**config.mk**
```make
export PLATFORM = sky130hd
export DESIGN_NAME = smc_mode_ctrl
export DESIGN_NICKNAME = d
export VERILOG_FILES = /design/src/smc_pkg.sv /design/src/smc_mode_ctrl.sv
export SDC_FILE = /design/constraint.sdc
export NUM_CORES = 1
export LEC_CHECK = 0
export BUFFER_PORTS_ARGS = -buffer_cell sky130_fd_sc_hd__buf_4
export CORE_ASPECT_RATIO = 0.9
export CORE_UTILIZATION = 25
export DETAILED_ROUTE_END_ITERATION = 10
export SLEW_MARGIN = 0
export SYNTH_ARGS = -nofsm -noshare
export SYNTH_HDL_FRONTEND = slang
export SYNTH_SLANG_ARGS = --single-unit
```
**constraint.sdc**
```tcl
create_clock -name mclk_in -period 6.5 [get_ports mclk_in]
set_input_delay 0.325 -clock mclk_in [delete_from_list [all_inputs] [get_ports mclk_in]]
set_output_delay 0.325 -clock mclk_in [all_outputs]
set_load 0.03 [all_outputs]
```
**src/smc_pkg.sv**
```systemverilog
// Constants and types shared by the switch operating-mode controller.
// Assumes a 200 MHz core clock; all timing counts derive from it.
package smc_pkg;

  // ===========================================================
  // Clock and timing
  localparam int unsigned SMC_CLK_MHZ = 200;
  localparam int unsigned SMC_WDTO_MS = 310;
  localparam int unsigned SMC_IDLE_MS = 250;
  localparam int unsigned SMC_CYC_PER_MS = SMC_CLK_MHZ * 1000;
  localparam int unsigned SMC_WDTO_CYC = SMC_WDTO_MS * SMC_CYC_PER_MS;
  localparam int unsigned SMC_IDLE_CYC = SMC_IDLE_MS * SMC_CYC_PER_MS;
  localparam int unsigned SMC_CNT_W = 32;

  // ===========================================================
  // Field positions
  localparam int unsigned SMC_WDOG_OFF_BIT = 4;
  localparam int unsigned SMC_GLOBAL_CFG_W = 16;
  localparam int unsigned SMC_DUTY_W = 8;
  localparam int unsigned SMC_WORD_MSB = 15;
  localparam logic [15:0] SMC_GLOBAL_CFG_RST = 16'h0000;
  localparam logic [7:0] SMC_DUTY_RST = 8'h00;
  localparam logic [1:0] SMC_DIRECT_SETTING = 2'h0;

  // ===========================================================
  // Operating modes
  typedef enum logic [1:0] {
    SMC_SLEEP,
    SMC_NORMAL,
    SMC_FAILSAFE,
    SMC_FAULT
  } smc_mode_t;

endpackage
```
**src/smc_mode_ctrl.sv**
```systemverilog
// Operating-mode controller of a dual high-side switch.
// Assumes all inputs synchronous to mclk_in; supply, fault and SPI word
// events come from neighbouring blocks as levels or one-cycle strobes.
//
// How it works
// - Normal flag only when wake, no failsafe/fault
// - Mode table: sleep, fault, failsafe outrank
// - Wake is reset pin OR activity flags
// - Failsafe from supply fail or watchdog
// - Fault is OR of protection faults
// - Target-on from direct input or PWM
// - Duty term from duty register bits
// - Direct control uses default delay, slew
// - External clock drives PWM, settings kept
// - Normal entry on reset rise or input
// - 250 ms input idle clears activity flag
// - Reset low or failsafe: direct inputs only
// - Watchdog disable bit at bit 4
// - Watchdog active: supply, enabled, reset high
// - Sleep: channels off, registers default
// - Sleep after power-up before activity
// - Failsafe entry: indicator low, resets, refuse
// - Watchdog starts on reset rise, checks bit
// - Failsafe exit needs two words in time
// - Return to normal: indicator high, resets
// - Fault indicator low while fault present and awake
`timescale 1ns/100ps
`default_nettype none

module smc_mode_ctrl
  import smc_pkg::*;
#(
  parameter int unsigned WDTO_CYC = SMC_WDTO_CYC,
  parameter int unsigned IDLE_CYC = SMC_IDLE_CYC
) (
  input wire logic mclk_in,
  input wire logic rst_n_in,
  input wire logic clk_en_in,
  input wire logic device_reset_pin_in,
  input wire logic [1:0] direct_in,
  input wire logic logic_supply_ok_in,
  input wire logic [15:0] global_config_register_in,
  input wire logic logic_supply_fail_enable_in,
  input wire logic supply_high_fault_control_in,
  input wire logic spi_word_stb_in,
  input wire logic [15:0] spi_word_in,
  input wire logic [1:0] on_bit_in,
  input wire logic [1:0] direct_disable_in,
  input wire logic [1:0] pwm_enable_in,
  input wire logic [7:0] duty_setting_register0_in,
  input wire logic [7:0] duty_setting_register1_in,
  input wire logic [7:0] pwm_count0_in,
  input wire logic [7:0] pwm_count1_in,
  input wire logic [1:0] overcurrent_fault_in,
  input wire logic [1:0] overtemperature_fault_in,
  input wire logic [1:0] severe_short_fault_in,
  input wire logic under_supply_fault_in,
  input wire logic supply_high_fault_in,
  output logic [1:0] mode_out,
  output logic normal_mode_flag_out,
  output logic [1:0] target_on_out,
  output logic [1:0] direct_control_out,
  output logic failsafe_indicator_n_out,
  output logic fault_indicator_n_out,
  output logic reg_reset_out,
  output logic delatch_out,
  output logic spi_refuse_out,
  output logic spi_enable_out,
  output logic watchdog_active_out
);

  // ===========================================================
  // Elaboration checks
  if (WDTO_CYC < 2 || IDLE_CYC < 2) begin : g_bad_counts
    $error("timeout counts too small");
  end

  // ===========================================================
  // Combinational terms
  logic wake_up;
  logic fault_term;
  logic failsafe_term;
  logic wd_off;
  logic wd_timeout;
  smc_mode_t mode_q, mode_d;
  logic [1:0] duty_hit;
  logic [7:0] duty_val [2];
  logic [7:0] pwm_cnt [2];

  assign duty_val[0] = duty_setting_register0_in;
  assign duty_val[1] = duty_setting_register1_in;
  assign pwm_cnt[0] = pwm_count0_in;
  assign pwm_cnt[1] = pwm_count1_in;
  assign wd_off = global_config_register_in[SMC_WDOG_OFF_BIT];

  // ===========================================================
  // Per-channel activity and target-on
  logic [1:0] act_q, act_d;
  logic [1:0] in_prev_q, in_prev_d;
  logic [SMC_CNT_W-1:0] idle_q [2];
  logic [SMC_CNT_W-1:0] idle_d [2];
  logic [1:0] tgt_d;
  logic [1:0] dirc_d;
  logic rst_prev_q, rst_prev_d;

  genvar g;
  generate
    for (g = 0; g < 2; g++) begin : g_ch
      always_comb begin
        act_d[g] = act_q[g];
        idle_d[g] = idle_q[g];
        in_prev_d[g] = direct_in[g];
        if (direct_in[g] != in_prev_q[g] || direct_in[g]) begin
          act_d[g] = 1'b1;
          idle_d[g] = '0;
        end else if (idle_q[g] >= SMC_CNT_W'(IDLE_CYC - 1)) begin
          act_d[g] = 1'b0;
        end else begin
          idle_d[g] = idle_q[g] + SMC_CNT_W'(1);
        end
        // duty from bits 7..0; count below setting plus one
        duty_hit[g] = (pwm_cnt[g] <= duty_val[g][SMC_DUTY_W-1:0]);
        // direct only when reset low or failsafe
        dirc_d[g] = !device_reset_pin_in || mode_q == SMC_FAILSAFE;
        if (dirc_d[g]) begin
          tgt_d[g] = direct_in[g];
        end else begin
          // PWM count comes from whichever clock is selected
          tgt_d[g] = (direct_in[g] && !direct_disable_in[g])
                  || (on_bit_in[g] && duty_hit[g] && pwm_enable_in[g])
                  || (on_bit_in[g] && !pwm_enable_in[g]);
        end
      end
    end
  endgenerate

  // ===========================================================
  // Watchdog
  logic [SMC_CNT_W-1:0] wd_cnt_q, wd_cnt_d;
  logic wd_run_q, wd_run_d;
  logic wd_last_q, wd_last_d;
  logic wd_to_q, wd_to_d;
  logic wd_act;

  assign wd_act = logic_supply_ok_in && !wd_off && device_reset_pin_in;

  always_comb begin
    wd_cnt_d = wd_cnt_q;
    wd_run_d = wd_run_q;
    wd_last_d = wd_last_q;
    wd_to_d = wd_to_q;
    rst_prev_d = device_reset_pin_in;
    // Pin low or logic supply gone: a new start needs a fresh pin rise
    if (!logic_supply_ok_in || !device_reset_pin_in) begin
      wd_run_d = 1'b0;
      wd_cnt_d = '0;
      wd_to_d = 1'b0;
    end else if (device_reset_pin_in && !rst_prev_q) begin
      wd_run_d = 1'b1;
      wd_cnt_d = '0;
      wd_to_d = 1'b0;
    // disable bit parks the count but keeps the run armed
    end else if (wd_off) begin
      wd_cnt_d = '0;
      wd_to_d = 1'b0;
    end else if (wd_run_q) begin
      // first bit of each word checked
      if (spi_word_stb_in && spi_word_in[SMC_WORD_MSB] != wd_last_q) begin
        wd_last_d = spi_word_in[SMC_WORD_MSB];
        wd_cnt_d = '0;
        wd_to_d = 1'b0;
      end else if (wd_cnt_q >= SMC_CNT_W'(WDTO_CYC - 1)) begin
        wd_to_d = 1'b1;
      end else begin
        wd_cnt_d = wd_cnt_q + SMC_CNT_W'(1);
      end
    end
  end
  assign wd_timeout = wd_to_q;

  // ===========================================================
  // Failsafe exit handshake
  logic exit_arm_q, exit_arm_d;
  logic [SMC_CNT_W-1:0] exit_cnt_q, exit_cnt_d;
  logic exit_done;

  always_comb begin
    exit_arm_d = exit_arm_q;
    exit_cnt_d = exit_cnt_q;
    exit_done = 1'b0;
    if (mode_q != SMC_FAILSAFE) begin
      exit_arm_d = 1'b0;
      exit_cnt_d = '0;
    end else if (exit_arm_q) begin
      if (spi_word_stb_in) begin
        exit_done = 1'b1;
        exit_arm_d = 1'b0;
      end else if (exit_cnt_q >= SMC_CNT_W'(WDTO_CYC - 1)) begin
        exit_arm_d = 1'b0;
      end else begin
        exit_cnt_d = exit_cnt_q + SMC_CNT_W'(1);
      end
    // first word needs bit 15 set
    end else if (spi_word_stb_in && spi_word_in[SMC_WORD_MSB]) begin
      exit_arm_d = 1'b1;
      exit_cnt_d = '0;
    end
  end

  // ===========================================================
  // Mode selection
  logic fs_latch_q, fs_latch_d;

  always_comb begin
    wake_up = device_reset_pin_in || act_q[0] || act_q[1];
    fault_term = (|overcurrent_fault_in) || (|overtemperature_fault_in)
              || (|severe_short_fault_in) || under_supply_fault_in
              || (supply_high_fault_in && supply_high_fault_control_in);
    // failsafe cause; the latch holds it until the exit handshake or until sleep clears it
    failsafe_term = (!logic_supply_ok_in && logic_supply_fail_enable_in)
                 || (wd_timeout && !wd_off);
    fs_latch_d = fs_latch_q;
    // A cause still present in the exit cycle wins over the handshake
    if (!wake_up) begin
      fs_latch_d = 1'b0;
    end else if (failsafe_term) begin
      fs_latch_d = 1'b1;
    end else if (exit_done) begin
      fs_latch_d = 1'b0;
    end
    if (!wake_up) begin
      mode_d = SMC_SLEEP;
    end else if (fault_term) begin
      mode_d = SMC_FAULT;
    end else if (fs_latch_d) begin
      mode_d = SMC_FAILSAFE;
    end else begin
      mode_d = SMC_NORMAL;
    end
  end

  // ===========================================================
  // Registered outputs
  logic enter_fs;
  logic enter_normal;
  assign enter_fs = mode_d == SMC_FAILSAFE && mode_q != SMC_FAILSAFE;
  assign enter_normal = mode_d == SMC_NORMAL && mode_q != SMC_NORMAL;

  always_ff @(posedge mclk_in) begin
    if (!rst_n_in) begin
      mode_q <= SMC_SLEEP;
      act_q <= '0;
      in_prev_q <= '0;
      idle_q[0] <= '0;
      idle_q[1] <= '0;
      rst_prev_q <= 1'b0;
      wd_cnt_q <= '0;
      wd_run_q <= 1'b0;
      wd_last_q <= 1'b0;
      wd_to_q <= 1'b0;
      exit_arm_q <= 1'b0;
      exit_cnt_q <= '0;
      fs_latch_q <= 1'b0;
      mode_out <= 2'h0;
      normal_mode_flag_out <= 1'b0;
      target_on_out <= '0;
      direct_control_out <= '0;
      failsafe_indicator_n_out <= 1'b1;
      fault_indicator_n_out <= 1'b1;
      reg_reset_out <= 1'b1;
      delatch_out <= 1'b0;
      spi_refuse_out <= 1'b0;
      spi_enable_out <= 1'b0;
      watchdog_active_out <= 1'b0;
    end else if (clk_en_in) begin
      mode_q <= mode_d;
      act_q <= act_d;
      in_prev_q <= in_prev_d;
      idle_q[0] <= idle_d[0];
      idle_q[1] <= idle_d[1];
      rst_prev_q <= rst_prev_d;
      wd_cnt_q <= wd_cnt_d;
      wd_run_q <= wd_run_d;
      wd_last_q <= wd_last_d;
      wd_to_q <= wd_to_d;
      exit_arm_q <= exit_arm_d;
      exit_cnt_q <= exit_cnt_d;
      fs_latch_q <= fs_latch_d;
      mode_out <= mode_d;
      normal_mode_flag_out <= mode_d == SMC_NORMAL;
      // sleep and fault force channels off
      target_on_out <= (mode_d == SMC_NORMAL || mode_d == SMC_FAILSAFE) ? tgt_d : 2'h0;
      // direct control selects default delay and slew
      direct_control_out <= dirc_d;
      // indicator low in failsafe; high back in normal
      if (enter_fs) begin
        failsafe_indicator_n_out <= 1'b0;
      end else if (enter_normal) begin
        failsafe_indicator_n_out <= 1'b1;
      end
      fault_indicator_n_out <= !(wake_up && fault_term);
      // registers default in sleep; reset on failsafe and normal entry
      reg_reset_out <= mode_d == SMC_SLEEP || enter_fs || enter_normal;
      delatch_out <= enter_fs;
      spi_refuse_out <= fs_latch_d && mode_d != SMC_SLEEP;
      spi_enable_out <= mode_d != SMC_SLEEP && logic_supply_ok_in;
      watchdog_active_out <= wd_act && wd_run_d;
    end
  end

endmodule

`default_nettype wire

```
==> qor.yml <==
grt_max_degree: 54
tightestPinTransition_ns: 1.06
synth_flop_cell: "dfxtp_1"
met1_usage_pct: 16.5
p_per_area_nw_per_um2: 227
cts_tree: "built"
routed_via_density: 5.13
top_usage_layer: "met2"
yosys-top-cells-area: "edfxtp_1 (23%), dfxtp_1 (21%), nor2_1 (5.3%)"
drt_wl_total_um: 20700
drive_gt1_share_pct: 13.0
avgRoutedWirePerCell_um: 14.4
globalplace.congestion: 0.814
worstReg2RegStart: "idle_q[0][43]"
rsz0062_at_grt: "no"
start_util_pct: 25.5
htreeDepth: 4
postCtsResizedCells: 0
clk_path_buf_depth: 2
fin_crit_ns: 2.99
startpoint: "idle_q[0][43]"
yosysMostFrequentCell: "nor2_1"
ant_nets: 0
num_vias: 7408
hold_viol: 0
area_growth_pct: 18.7
cp-end-kind: "register"
syn_nets: 1060
yosys_warnings: 0
drt_iter0_markers: 605
setup_tns_ns: 0
fin_skew_ns: 0.0104
finalSetupViolations: 0
cp.arrival_ns: 3.07
syn_avg_cell_area_um2: 8.85
grt_usage_pct: 12.2
grt_antenna_before_repair: 1
clk_latency_ns: 0.43
critical_path_class: "register to register"
design.core.area_um2: 33000
die_x_um: 195
cts-root-buf: "clkbuf_16"
r2r_setup_slack_ns: 3.51
num-nets-final: 1117
hold_class: "input port to register"
worst_setup_path_start_kind: "register"
synth_commonest_cells: "nor2_1 (119), dfxtp_1 (87), nand2_1 (79)"
die_h_um: 176
numClockSinks: 151
use_met2_pct: 19.2
synth_top_family_by_area: "simple AND/OR/NAND/NOR gates"
ios: 102
die_area_um2: 34400
grt_overflow: 0
vdd_drop_max_v: 0.000174
dr.pass1.iters: 5
min_from: "spi_word_in[15]"
p_leak_nw: 3.52
cp_max_fo: 32
synthMuxAreaShare_pct: 1.08
ys_types: 74
slew_violations: 0
post_cts_buffers: 0
yosys.area_share.adder_pct: 2.97
placementRows: 63
syn_inst: 952
yosysSeqAreaShare_pct: 43.5
required_ns: 6.58
synth_top_area_cell: "edfxtp_1"
synth-compound-area-share_pct: 15.6
first_global_vias: 6828
power_mw: 2.27
synth_top_area_share_pct: 22.8
io_buffers: 71
holdBufCountCts: 0
grt_pass1_wl_um: 34300
synthArstFlopShare_pct: 0
fmax_mhz: 335
worst_setup_hold_path_clk_slew_ns: 0.07
synth-seq-cells: 151
synth_edf_count: 64
use_met3_pct: 2.67
outcome: "complete, no violations"
drc: 0
synthSimpleGateAreaFrac_pct: 27.0
dp_hpwl_um: 14000
drv_cap: 0
post-route-period-util_pct: 46.0
cts-buffers-inserted: 17
relSlewSlack_pct: 29.2
synth-xor-area-share_pct: 6.03
synth_area_um2: 8420
cell families (layout without fill, tap and decap cells):
| group | after synthesis | count (layout) |
|---|---|---|
| AND/OR/NAND/NOR | 444 | 444 |
| AO/OA/AOI/OAI | 188 | 188 |
| flip-flops | 151 | 151 |
| buffers and inverters | 82 | 152 |
| XOR/XNOR | 58 | 58 |
| adder cells (fa/ha/maj) | 20 | 20 |
| multiplexers | 9 | 9 |
| other | 0 | 1 |
state kept, by name, indices dropped and copies added, names as in the netlist, 2 cells and up:
register,cells
act_q,2
exit_cnt_q,32
target_on_out,2
idle_q,64
mode_q,2
wd_cnt_q,32
in_prev_q,2
cells in the final DEF, fill, tap and decap left out, drive strengths merged, types with 5 or more instances in the layout:
| cell | n |
|---|---|
| clkbuf | 21 |
| a21oi | 38 |
| nand4 | 40 |
| or3 | 9 |
| or4 | 17 |
| mux2i | 8 |
| a21o | 6 |
| nand3 | 60 |
| xnor2 | 18 |
| ha | 20 |
| edfxtp | 64 |
| clkinv | 5 |
| a211oi | 7 |
| nor3 | 25 |
| nor2b | 5 |
| o211ai | 5 |
| nor4 | 13 |
| nand2 | 79 |
| and2 | 11 |
| and3 | 29 |
| a41oi | 5 |
| a311oi | 6 |
| o21a | 5 |
| a31o | 5 |
| o31ai | 10 |
| dfxtp | 87 |
| nand3b | 5 |
| inv | 39 |
| nor2 | 119 |
| o21ai | 38 |
| and4 | 11 |
| buf | 84 |
| a31oi | 16 |
| o311ai | 6 |
| xor2 | 40 |
layout make-up:
cell class / instances / area, µm²
clock buffer: 21 / 470
multi-input combinational: 719 / 4440
antenna: 1 / 2.50
clock inverter: 11 / 120
tap: 422 / 528
timing repair buffer: 84 / 631
inverter: 36 / 135
fill: 3450 / 23000
sequential: 151 / 3660
where the power goes:
part | internal [mW] | total, mW | switching, mW
Clock | 0.597 | 1.02 | 0.421
Combinational | 0.0761 | 0.183 | 0.107
Sequential | 1.03 | 1.07 | 0.0381
worst paths after layout:
kind | to | cells past startpoint
max | idle_q[0][34] | 7
min | wd_last_q | 3
max reg2reg | idle_q[0][34] | 7
min reg2reg | wd_cnt_q[25] | 2
routing by layer:
| metal | part of all wire (%) | wire length [µm] |
|---|---|---|
| met5 | 0 | 0 |
| met4 | 1.7 | 346 |
| met1 | 49 | 10100 |
| met3 | 4.5 | 940 |
| met2 | 45 | 9370 |
critical path: stages, from the launching register on:
cell and delay [ns]:
edfxtp_1 0.44, or4_1 0.53, a211oi_1 0.25, o21bai_1 0.10, a2111oi_0 0.63, nor4_1 0.13, o21ai_2 0.13, buf_4 0.40
stage by stage:
step | util [%] | hold slack (ns) | cells | worst slack [ns] | cell area (µm²)
after floorplan | - | 0.418 | 952 | 1.93 | 8420
after global placement | 28.5 | 0.436 | 1412 | 3.49 | 9400
after detailed placement | 28.5 | 0.450 | 1412 | 3.51 | 9400
after CTS | 30.2 | 0.153 | 1444 | 3.47 | 9990
after global routing | 30.2 | 0.187 | 1444 | 3.34 | 9990
final | 30.3 | 0.172 | 1445 | 3.51 | 9990
No activity file was read; power rests on OpenSTA's default activity.
